<file path="src/include/cwg_pkg.sv">
// Function
// [RULE1] Full bridge: dead band only on direction change, only on modulated output.
// [RULE2] One select bit picks system clock or 16 MHz internal oscillator for dead band.
// [RULE3] Selected internal oscillator keeps running in Sleep; dead band keeps working.
// [RULE4] Four-bit select picks the data input from fourteen sources.
// [RULE5] On enable every output drive starts cleared.
// [RULE6] Per-output polarity bit: set means active-low, clear means active-high.
// [RULE7] Polarity never changes the shutdown override levels.
// [RULE8] Two independent 6-bit counts: rising-edge delay and falling-edge delay.
// [RULE9] Dead band applies only in half-bridge and full-bridge modes.
// [RULE10] Interval counts dead-band clock periods from zero up to the value.
// [RULE11] Each interval starts only at a data input edge.
// [RULE12] Half bridge: output A turn-on delayed after rising edge by rising count.
// [RULE13] Half bridge: output B turn-on delayed after falling edge by falling count.
// [RULE14] Full bridge: forward to reverse inserts rising count, delaying output B only.
// [RULE15] Full bridge: reverse to forward inserts falling count, delaying output D only.
// [RULE16] Rising interval spans 0 to 64 periods; zero means no dead band.
// [RULE17] Falling interval spans zero to 64 periods likewise.
// [RULE18] Data reversing before count ends gives no pulse on that output.
// [RULE19] Counts double-buffered; load at once when off, else at armed rising edge.
// [RULE20] Dead band may vary by at most one dead-band clock period.
// [RULE21] Firmware should cut duty for one period before a direction change.
// [RULE22] Forward mode 010: A active, D modulated, B and C inactive.
// [RULE23] Reverse mode 011: C active, B modulated, A and D inactive.
// [RULE24] Direction change takes effect at next rising data edge.
// [RULE25] Hardware clears load request once working counts are loaded.
// [RULE26] Counter restarts at each qualifying edge; output turns on at working value.
package cwg_pkg;
    localparam int ADDR_W = 3;
    localparam int DATA_W = 8;
    localparam int DB_W = 6;
    localparam int SRC_W = 4;
    localparam int NUM_SRC = 14;
    localparam int NUM_OUT = 4;
    localparam int MODE_W = 3;
    localparam int PHASE_W = 5;
    // Clock rates for the oscillator tick generator
    localparam int SYS_CLK_MHZ = 20;
    localparam int OSC_MHZ = 16;
    // Register offsets
    localparam logic [ADDR_W-1:0] REG_CTRL = 3'h0;
    localparam logic [ADDR_W-1:0] REG_POL = 3'h1;
    localparam logic [ADDR_W-1:0] REG_SRC = 3'h2;
    localparam logic [ADDR_W-1:0] REG_DBR = 3'h3;
    localparam logic [ADDR_W-1:0] REG_DBF = 3'h4;
    localparam logic [ADDR_W-1:0] REG_CLK = 3'h5;
    localparam logic [ADDR_W-1:0] REG_OVR = 3'h6;
    localparam logic [ADDR_W-1:0] REG_STAT = 3'h7;
    // Field positions
    localparam int CTRL_EN_BIT = 7;
    localparam int CTRL_LD_BIT = 6;
    localparam int STAT_OUT_LSB = 4;
    localparam int STAT_ARM_BIT = 3;
    localparam int STAT_DIR_BIT = 2;
    localparam int STAT_RUN_BIT = 1;
    localparam int OUT_A = 0;
    localparam int OUT_B = 1;
    localparam int OUT_C = 2;
    localparam int OUT_D = 3;
    // Mode codes
    localparam logic [MODE_W-1:0] MODE_FWD = 3'h2;
    localparam logic [MODE_W-1:0] MODE_REV = 3'h3;
    localparam logic [MODE_W-1:0] MODE_HALF = 3'h4;
    // Reset values
    localparam logic [MODE_W-1:0] RST_MODE = 3'h0;
    localparam logic [NUM_OUT-1:0] RST_POL = 4'h0;
    localparam logic [NUM_OUT-1:0] RST_OVR = 4'h0;
    localparam logic [SRC_W-1:0] RST_SRC = 4'h0;
    localparam logic [DB_W-1:0] RST_DB = 6'h00;

    typedef struct packed {
        logic wr;
        logic rd;
        logic [ADDR_W-1:0] addr;
        logic [DATA_W-1:0] wdata;
    } bus_req_s;

    typedef enum logic [2:0] {
        DB_IDLE = 3'b001,
        DB_RISE = 3'b010,
        DB_FALL = 3'b100
    } db_phase_e;

    typedef struct packed {
        logic en;
        logic deadbandLoadRequest;
        logic ldArmed;
        logic [MODE_W-1:0] mode;
        logic dir;
        logic [NUM_OUT-1:0] outputPolarity;
        logic [SRC_W-1:0] dataSourceSelect;
        logic [DB_W-1:0] risingBuf;
        logic [DB_W-1:0] fallingBuf;
        logic [DB_W-1:0] risingWork;
        logic [DB_W-1:0] fallingWork;
        logic clkSel;
        logic [NUM_OUT-1:0] ovrLevel;
        logic dPrev;
        db_phase_e phase;
        logic [DB_W-1:0] dbCnt;
        logic hiOn;
        logic loOn;
        logic [NUM_OUT-1:0] drv;
        logic [NUM_OUT-1:0] outs;
        logic keepAlive;
        logic [PHASE_W-1:0] oscAcc;
        logic [DATA_W-1:0] rdData;
    } state_s;
endpackage

</file>
<file path="src/logic/cwg_deadband.sv">
`timescale 1ns/1ps
module cwg_deadband (
    // Clock and reset
    input wire logic core_clk,
    input wire logic reset_n,
    // Register port
    input wire cwg_pkg::bus_req_s busReq,
    output logic [cwg_pkg::DATA_W-1:0] rdData,
    // Data sources and system status
    input wire logic [cwg_pkg::NUM_SRC-1:0] sourceBus,
    input wire logic sleepMode,
    input wire logic shutdownReq,
    // Bridge drive outputs
    output logic out_a,
    output logic out_b,
    output logic out_c,
    output logic out_d,
    output logic fastOscKeepAlive
);
    cwg_pkg::state_s st;
    cwg_pkg::state_s next_st;

    logic dataIn;
    logic riseEdge;
    logic fallEdge;
    logic dbTick;
    logic loadNow;
    logic isHalf;
    logic isFull;
    logic newDir;
    logic [cwg_pkg::DB_W-1:0] risingEff;
    logic [cwg_pkg::DB_W-1:0] fallingEff;
    logic [cwg_pkg::DB_W-1:0] target;
    logic [cwg_pkg::DB_W-1:0] cntInc;
    logic [cwg_pkg::PHASE_W:0] accSum;
    logic [cwg_pkg::NUM_OUT-1:0] drvNext;
    logic [cwg_pkg::DATA_W-1:0] rdValue;

    // Data select, edges, tick and buffered counts
    always_comb begin
        dataIn = 1'b0;
        if (st.dataSourceSelect < 4'(cwg_pkg::NUM_SRC)) begin
            dataIn = sourceBus[st.dataSourceSelect]; // RULE4
        end
        riseEdge = dataIn & ~st.dPrev; // RULE11
        fallEdge = ~dataIn & st.dPrev; // RULE11
        accSum = {1'b0, st.oscAcc} + 6'(cwg_pkg::OSC_MHZ);
        // Oscillator ticks 16 of every 20 cycles; system clock stops in Sleep
        if (st.clkSel) begin
            dbTick = accSum >= 6'(cwg_pkg::SYS_CLK_MHZ); // RULE2 RULE20
        end else begin
            dbTick = ~sleepMode; // RULE2 RULE3
        end
        isHalf = st.mode == cwg_pkg::MODE_HALF;
        isFull = (st.mode == cwg_pkg::MODE_FWD) || (st.mode == cwg_pkg::MODE_REV);
        newDir = st.mode == cwg_pkg::MODE_REV;
        loadNow = st.en & st.deadbandLoadRequest & st.ldArmed & riseEdge; // RULE19
        risingEff = loadNow ? st.risingBuf : st.risingWork;
        fallingEff = loadNow ? st.fallingBuf : st.fallingWork;
        target = (st.phase == cwg_pkg::DB_RISE) ? st.risingWork : st.fallingWork;
        cntInc = st.dbCnt + 6'h01;
        rdValue = 8'h00;
        unique case (busReq.addr)
            cwg_pkg::REG_CTRL: rdValue = {st.en, st.deadbandLoadRequest, 3'h0, st.mode};
            cwg_pkg::REG_POL: rdValue = {4'h0, st.outputPolarity};
            cwg_pkg::REG_SRC: rdValue = {4'h0, st.dataSourceSelect};
            cwg_pkg::REG_DBR: rdValue = {2'h0, st.risingBuf};
            cwg_pkg::REG_DBF: rdValue = {2'h0, st.fallingBuf};
            cwg_pkg::REG_CLK: rdValue = {7'h00, st.clkSel};
            cwg_pkg::REG_OVR: rdValue = {4'h0, st.ovrLevel};
            cwg_pkg::REG_STAT: rdValue = {st.outs, st.ldArmed, st.dir,
                                          st.phase != cwg_pkg::DB_IDLE, 1'b0};
        endcase
    end

    // Next state: dead-band sequencing, load buffers, register writes
    always_comb begin
        next_st = st;
        next_st.dPrev = dataIn;
        next_st.oscAcc = st.clkSel && (accSum >= 6'(cwg_pkg::SYS_CLK_MHZ))
            ? 5'(accSum - 6'(cwg_pkg::SYS_CLK_MHZ)) : 5'(accSum);
        next_st.keepAlive = st.en & st.clkSel & sleepMode; // RULE3
        next_st.rdData = busReq.rd ? rdValue : 8'h00;
        // Arm on first falling edge after the load request, load on next rise
        if (st.en && st.deadbandLoadRequest && fallEdge) begin
            next_st.ldArmed = 1'b1; // RULE19
        end
        if (loadNow) begin
            next_st.risingWork = st.risingBuf; // RULE19
            next_st.fallingWork = st.fallingBuf; // RULE19
            next_st.deadbandLoadRequest = 1'b0; // RULE25
            next_st.ldArmed = 1'b0; // RULE25
        end
        if (!st.en) begin
            // Disabled: drives cleared, direction follows the mode field
            next_st.hiOn = 1'b0; // RULE5
            next_st.loOn = 1'b0; // RULE5
            next_st.phase = cwg_pkg::DB_IDLE;
            next_st.dbCnt = 6'h00;
            next_st.dir = newDir;
            next_st.ldArmed = 1'b0;
        end else if (isHalf) begin
            // Half bridge: A after rising count, B after falling count
            if (riseEdge) begin
                next_st.loOn = 1'b0;
                next_st.dbCnt = 6'h00; // RULE26
                if (risingEff == 6'h00) begin
                    next_st.hiOn = 1'b1; // RULE16
                    next_st.phase = cwg_pkg::DB_IDLE;
                end else begin
                    next_st.phase = cwg_pkg::DB_RISE; // RULE12
                end
            end else if (fallEdge) begin
                next_st.hiOn = 1'b0; // RULE18
                next_st.dbCnt = 6'h00; // RULE26
                if (fallingEff == 6'h00) begin
                    next_st.loOn = 1'b1; // RULE17
                    next_st.phase = cwg_pkg::DB_IDLE;
                end else begin
                    next_st.phase = cwg_pkg::DB_FALL; // RULE13
                end
            end else if (dbTick && st.phase != cwg_pkg::DB_IDLE) begin
                next_st.dbCnt = cntInc; // RULE10
                if (cntInc == target) begin
                    next_st.phase = cwg_pkg::DB_IDLE; // RULE26
                    if (st.phase == cwg_pkg::DB_RISE) begin
                        next_st.hiOn = 1'b1; // RULE12
                    end else begin
                        next_st.loOn = 1'b1; // RULE13
                    end
                end
            end
        end else if (isFull) begin
            // Full bridge: hiOn is the modulated output's drive
            next_st.loOn = 1'b0;
            if (riseEdge) begin
                next_st.dbCnt = 6'h00; // RULE26
                next_st.hiOn = 1'b1;
                next_st.phase = cwg_pkg::DB_IDLE;
                if (newDir != st.dir) begin
                    next_st.dir = newDir; // RULE24
                    if (newDir && risingEff != 6'h00) begin
                        next_st.hiOn = 1'b0; // RULE14 RULE1
                        next_st.phase = cwg_pkg::DB_RISE; // RULE14
                    end else if (!newDir && fallingEff != 6'h00) begin
                        next_st.hiOn = 1'b0; // RULE15 RULE1
                        next_st.phase = cwg_pkg::DB_FALL; // RULE15
                    end
                end
            end else if (fallEdge) begin
                next_st.hiOn = 1'b0; // RULE18
                next_st.phase = cwg_pkg::DB_IDLE; // RULE18
            end else if (dbTick && st.phase != cwg_pkg::DB_IDLE) begin
                next_st.dbCnt = cntInc; // RULE10
                if (cntInc == target) begin
                    next_st.phase = cwg_pkg::DB_IDLE;
                    next_st.hiOn = 1'b1; // RULE26
                end
            end
        end else begin
            // Other modes run without dead band
            next_st.hiOn = dataIn; // RULE9
            next_st.loOn = ~dataIn; // RULE9
            next_st.phase = cwg_pkg::DB_IDLE; // RULE9
        end
        // Map logical drives onto the four outputs
        drvNext = 4'h0;
        if (st.en && isFull) begin
            drvNext[cwg_pkg::OUT_A] = ~next_st.dir; // RULE22 RULE1
            drvNext[cwg_pkg::OUT_C] = next_st.dir; // RULE23 RULE1
            drvNext[cwg_pkg::OUT_B] = next_st.dir & next_st.hiOn; // RULE23
            drvNext[cwg_pkg::OUT_D] = ~next_st.dir & next_st.hiOn; // RULE22
        end else if (st.en) begin
            drvNext = {next_st.loOn, next_st.hiOn, next_st.loOn, next_st.hiOn};
        end
        next_st.drv = drvNext;
        // Override ignores polarity; otherwise polarity inverts each drive
        next_st.outs = shutdownReq ? st.ovrLevel : drvNext ^ st.outputPolarity; // RULE6 RULE7
        // Register writes; a software load request wins over the hardware clear
        if (busReq.wr) begin
            unique case (busReq.addr)
                cwg_pkg::REG_CTRL: begin
                    next_st.en = busReq.wdata[cwg_pkg::CTRL_EN_BIT];
                    next_st.deadbandLoadRequest = busReq.wdata[cwg_pkg::CTRL_LD_BIT];
                    next_st.mode = busReq.wdata[cwg_pkg::MODE_W-1:0];
                    if (busReq.wdata[cwg_pkg::CTRL_LD_BIT] && !st.deadbandLoadRequest) begin
                        next_st.ldArmed = 1'b0;
                    end
                end
                cwg_pkg::REG_POL: next_st.outputPolarity = busReq.wdata[3:0]; // RULE6
                cwg_pkg::REG_SRC: next_st.dataSourceSelect = busReq.wdata[3:0]; // RULE4
                cwg_pkg::REG_DBR: begin
                    next_st.risingBuf = busReq.wdata[cwg_pkg::DB_W-1:0]; // RULE8
                    if (!st.en) begin
                        next_st.risingWork = busReq.wdata[cwg_pkg::DB_W-1:0]; // RULE19
                    end
                end
                cwg_pkg::REG_DBF: begin
                    next_st.fallingBuf = busReq.wdata[cwg_pkg::DB_W-1:0]; // RULE8
                    if (!st.en) begin
                        next_st.fallingWork = busReq.wdata[cwg_pkg::DB_W-1:0]; // RULE19
                    end
                end
                cwg_pkg::REG_CLK: next_st.clkSel = busReq.wdata[0]; // RULE2
                cwg_pkg::REG_OVR: next_st.ovrLevel = busReq.wdata[3:0]; // RULE7
                cwg_pkg::REG_STAT: begin
                end
            endcase
        end
    end

    // State register
    always_ff @(posedge core_clk or negedge reset_n) begin
        if (!reset_n) begin
            st <= '0;
            st.mode <= cwg_pkg::RST_MODE;
            st.outputPolarity <= cwg_pkg::RST_POL;
            st.ovrLevel <= cwg_pkg::RST_OVR;
            st.dataSourceSelect <= cwg_pkg::RST_SRC;
            st.risingBuf <= cwg_pkg::RST_DB;
            st.fallingBuf <= cwg_pkg::RST_DB;
            st.risingWork <= cwg_pkg::RST_DB;
            st.fallingWork <= cwg_pkg::RST_DB;
            st.phase <= cwg_pkg::DB_IDLE;
        end else begin
            st <= next_st;
        end
    end

    // Outputs straight from the state register
    assign out_a = st.outs[cwg_pkg::OUT_A];
    assign out_b = st.outs[cwg_pkg::OUT_B];
    assign out_c = st.outs[cwg_pkg::OUT_C];
    assign out_d = st.outs[cwg_pkg::OUT_D];
    assign fastOscKeepAlive = st.keepAlive;
    assign rdData = st.rdData;
endmodule

</file>
<file path="config.mk">
export PLATFORM = sky130hd
export DESIGN_NAME = cwg_deadband
export DESIGN_NICKNAME = d
export VERILOG_FILES = /design/src/include/cwg_pkg.sv /design/src/logic/cwg_deadband.sv
export SDC_FILE = /design/constraint.sdc
export NUM_CORES = 1
export LEC_CHECK = 0
export ABC_AREA = 1
export BUFFER_PORTS_ARGS = -buffer_cell sky130_fd_sc_hd__buf_2
export CORE_ASPECT_RATIO = 1.4
export CORE_MARGIN = 2
export CORE_UTILIZATION = 59
export CTS_CLUSTER_SIZE = 28
export DETAILED_ROUTE_END_ITERATION = 10
export GPL_ROUTABILITY_DRIVEN = 1
export GPL_TIMING_DRIVEN = 0
export MAX_ROUTING_LAYER = met4
export PLACE_DENSITY = 0.85
export SYNTH_ARGS = -nofsm -noshare
export SYNTH_HDL_FRONTEND = slang
export SYNTH_SLANG_ARGS = --single-unit
</file>
<file path="constraint.sdc">
create_clock -name core_clk -period 3 [get_ports core_clk]
set_input_delay 0.15 -clock core_clk [delete_from_list [all_inputs] [get_ports core_clk]]
set_output_delay 0.15 -clock core_clk [all_outputs]
set_load 0.005 [all_outputs]
</file>
== Word-level counts from Yosys, hierarchy flattened ==
Index checks and enable logic that the tools add are counted.
Widths: inputs -> output; s select.
Word-level totals
  register bits: 74
  input bits: 31
  output and inout bits: 13
Cells by class
  $add $sub $neg: 3
  order comparisons: 3
  eq/ne operators: 18
  mux-type cells: 60
  bitwise gates (word level): 14
  reduce and logical (&&, ||, !) cells: 25
Operators with widths (number)
  $pmux 8 s8: 1
  $mux 11: 5
  $mux 6: 9
  $mux 1: 21
  $mux 3: 7
  $mux 10: 2
  $mux 17: 1
  $mux 4: 4
  $reduce_and 2->1: 8
  $eq 3x2->1 const B: 5
  $eq 3x3->1 const B: 5
  $mux 5: 3
  $logic_not 6->1: 2
  $mux 12: 1
  $reduce_bool 6->1: 2
  $ne 5x4->1 const B: 2
  $and 1x1->1: 9
  $logic_and 1x1->1: 8
  $mux 2: 4
  $mux 8: 1
  $add 5x5->6 const B: 1
  $add 6x1->6 const B: 1
  $eq 6x6->1: 1
  $ge 6x5->1 const B: 1
  14 further kinds: 19

== Logic depth before layout (Yosys ltp) ==
  word-level depth: 19
  gate-level depth with buffers: 25
  gate-level depth less buffers: 23

== Worst setup path before layout ==
No wires, ideal clock.
  path kind: reg-to-reg
  start: register st[30] in the netlist's numbering
  end: register st, in the netlist out_d
  setup time: 117 ps
  arrival: 2129 ps
  required time: 2883 ps
  path slack: 754 ps
  stages on the path, launching flop included: 20
  buffers on the path: 1
  cell sequence: dfstp_2 -> inv_2 -> nand3_1 -> buf_2 -> nand2_1 -> o21ai_1 -> xnor2_1 -> nand3_1 -> nor2_2 -> nand2_1 -> nand2_1 -> nand2_1 -> a21oi_1 -> nand2_1 -> nand2_2 -> nand3_1 -> nand2_1 -> nand2_1 -> nand3_1 -> nand2_1
RTL lines
  start, declared: line cwg_deadband.sv:20  | cwg_pkg::state_s st;
  start signal, assigned: line cwg_deadband.sv:226  | st <= next_st;

==> impl_metrics.yaml <==
status:
  status: "completed"
finish:
  final_area_sq_um: 4640
  layout.nets: 641
  drive_gt1_share_pct: 15.9
  antenna_cells: 0
  syn_to_final_growth_pct: 12.4
clocking:
  clock_latency_ns: 0.36
  clock_path_buffers: 2
  cts_resized: 0
  clk_pin_slew_worst_paths_ns: 0.08
  clkSinkCount: 72
  cts_tree: "yes"
  root_buffer: "clkbuf_8"
  cts_buffers: 9
  cts_htree_levels: 3
drt:
  first_iter_violations: 220
  drc: 0
  drt-vias-per-instance: 5.52
  dr_total_vias: 3883
  routedWlPerCell_um: 15.0
  drt-total-wl_mm: 10.6
  drtPass1Iterations: 5
  ant_nets: 0
logic_synthesis:
  synth-edff-count: 0
  synth_area_sq_um: 4130
  yosys.area.top_type: "dfrtp_1"
  synthTopCellsByArea: "dfrtp_1 43%, nand2_1 14%, inv_1 7.4%"
  yosysUniqueCellTypes: 47
  synth_cells: 550
  syn_nets: 585
  synth-seq-cells: 72
  syn_area_per_cell_sq_um: 7.50
  yosysTopAreaCellShare_pct: 43.1
  ys_warn_count: 0
  ys_seq_area_share_pct: 43.7
  ys.flop_type: "dfrtp_1"
  async_flop_share_pct: 100
power:
  total_power_mw: 3.08
  leakage_nw: 2.43
  power_density_nw_per_um2: 664
  ir_worst_vdd_v: 0.000438
timing:
  finalHoldViolCount: 0
  rsz0062_at_grt: "false"
  skew_ns: 0.0142
  tns_ns: 0
  finalSetupViolations: 0
  worst_pin_slew_ns: 0.900
  slew_headroom_pct: 40.0
  final-max-slew-violation-count: 0
  max_freq_mhz: 367
  timing.final.crit_share_pct: 90.8
  period_needed_ns: 2.72
  hold_ws_ns: 0.0305
die:
  die_area_sq_um: 7690
  initial_core_util_pct: 60.3
  die_w_um: 74.7
  coreArea_sq_um: 6850
  die_y_um: 103
  boundaryPins: 44
  row_count: 36
global_route:
  grt_pass1_vias: 3778
  grt_usage_pct: 30.7
  grt_pass1_wl_mm: 17.1
  antenna_found_initial: 0
  grt-ovfl-total: 0
  grt_max_degree: 73
critical_path:
  setup.worst_path.class: "flip-flop to flip-flop"
  worstPathArrival_ns: 2.97
  crit_fanout: 10
  crit_path_end_kind: "flip-flop"
  worstPathRequired_ns: 3.24
  cp-start-kind: "flip-flop"
placement:
  post-dp-hpwl_mm: 7.84
  port_buffers: 43
  place_area_sq_um: 4460
  place_congestion: 0.997
job:
  cap_violations: 0
min_path:
  hold_class: "input port to flip-flop"
-- what timing repair did --
| item | 4_1_cts | 5_1_grt |
|---|---|---|
| endpoints found under the setup margin | 0 | 0 |
| hold endpoints to repair | 72 | 0 |
| hold buffers | 2 | 0 |
| buffers inserted | 0 | 0 |
-- flip-flops by register name, indices dropped and copies added, names as in the netlist --
name / count
out_a: 1
rdData: 8
st: 59
out_c: 1
fastOscKeepAlive: 1
out_b: 1
out_d: 1
-- cells in the final DEF, fill, tap and decap left out, drive strengths merged, types with 8 or more instances in the layout --
master	netlist	final
buf	13	56
nor2	30	30
nor3	8	8
dfrtp	71	71
nand2	160	160
nand4	12	12
clkbuf	5	18
o21ai	59	59
a21oi	15	15
inv	89	89
nand3	38	38
-- cell families after synthesis --
group | after synthesis | synth area share [%]
compound gates | 100 | 14.0
xor+xnor | 10 | 2.12
fa+ha+maj | 4 | 1.21
buf+inv | 108 | 11.3
flops | 72 | 43.7
simple gates | 256 | 27.7
-- critical path, stage by stage (launching register included) --
cell and delay [ns]:
dfstp_2 0.55, inv_2 0.04, nand3_1 0.16, buf_2 0.24, nand2_1 0.08, o21ai_1 0.14, xnor2_1 0.15, nand3_1 0.10
nor2_2 0.21, nand2_1 0.11, nand2_1 0.07, nand2_1 0.04, a21oi_1 0.13, nand2_1 0.11, nand2_2 0.10, nand3_1 0.11
nand2_1 0.08, nand2_1 0.05, nand3_1 0.07, nand2_1 0.06
-- cell usage after synthesis (all sizes together) (4+ instances only) --
cell type	count
xnor2	5
dfrtp	71
ha	4
buf	13
inv	89
nand3	38
nand2	160
o22ai	5
nor3	8
nand4	12
a221oi	5
xor2	5
clkbuf	5
o21ai	59
a31oi	4
a21oi	15
nor2	30
-- layer usage --
layer	GRT usage (%)	wire length (um)	up-vias
li1	-	-	1883
met1	34.0	4020	1789
met2	51.1	5410	172
met3	6.45	584	39
met4	16.2	539	0
met5	-	0	-
-- power by group --
| part | internal, mW | leakage (nW) | switching [mW] |
|---|---|---|---|
| logic | 0.377 | 1.45 | 0.718 |
| clock network | 0.313 | 0.0794 | 0.348 |
| registers | 1.19 | 0.901 | 0.136 |
| total | 1.88 | 2.43 | 1.20 |
-- metrics by stage --
stage,worst slack (ns),util [%],std cells
final,0.277,67.7,704
after global routing,0.0350,67.7,704
after CTS,0.284,67.7,704
after detailed placement,0.329,65.2,688
after global placement,0.371,65.1,688
after floorplan,0.754,-,550
-- area by class of cell --
type,count,area (sq um)
fillers,595,2210
multi-input cells,370,1860
flip-flops and latches,72,1800
inverters,90,340
repair buffers,45,238
clock buffers,13,149
plain buffers,18,126
well taps,95,119
clock inverters,1,5.00
-- worst paths after layout --
path                                         start                  to  slack [ns]  depth (start not counted)
worst max-delay path            st[30]$_DFFE_PN1P_     out_a$_DFF_PN0_        0.28                         19
worst min-delay path                     busReq[6]    st[76]$_DFF_PN0_        0.03                          3
worst max register to register  st[30]$_DFFE_PN1P_     out_a$_DFF_PN0_        0.28                         19
worst min register to register  st[11]$_DFFE_PN0P_  st[11]$_DFFE_PN0P_        0.50                          2
max in group asynchronous                  reset_n    st[76]$_DFF_PN0_        1.95                          2
min in group asynchronous                  reset_n  st[32]$_DFFE_PN0P_        0.46                          2
Power figures use the tool's default switching activity.
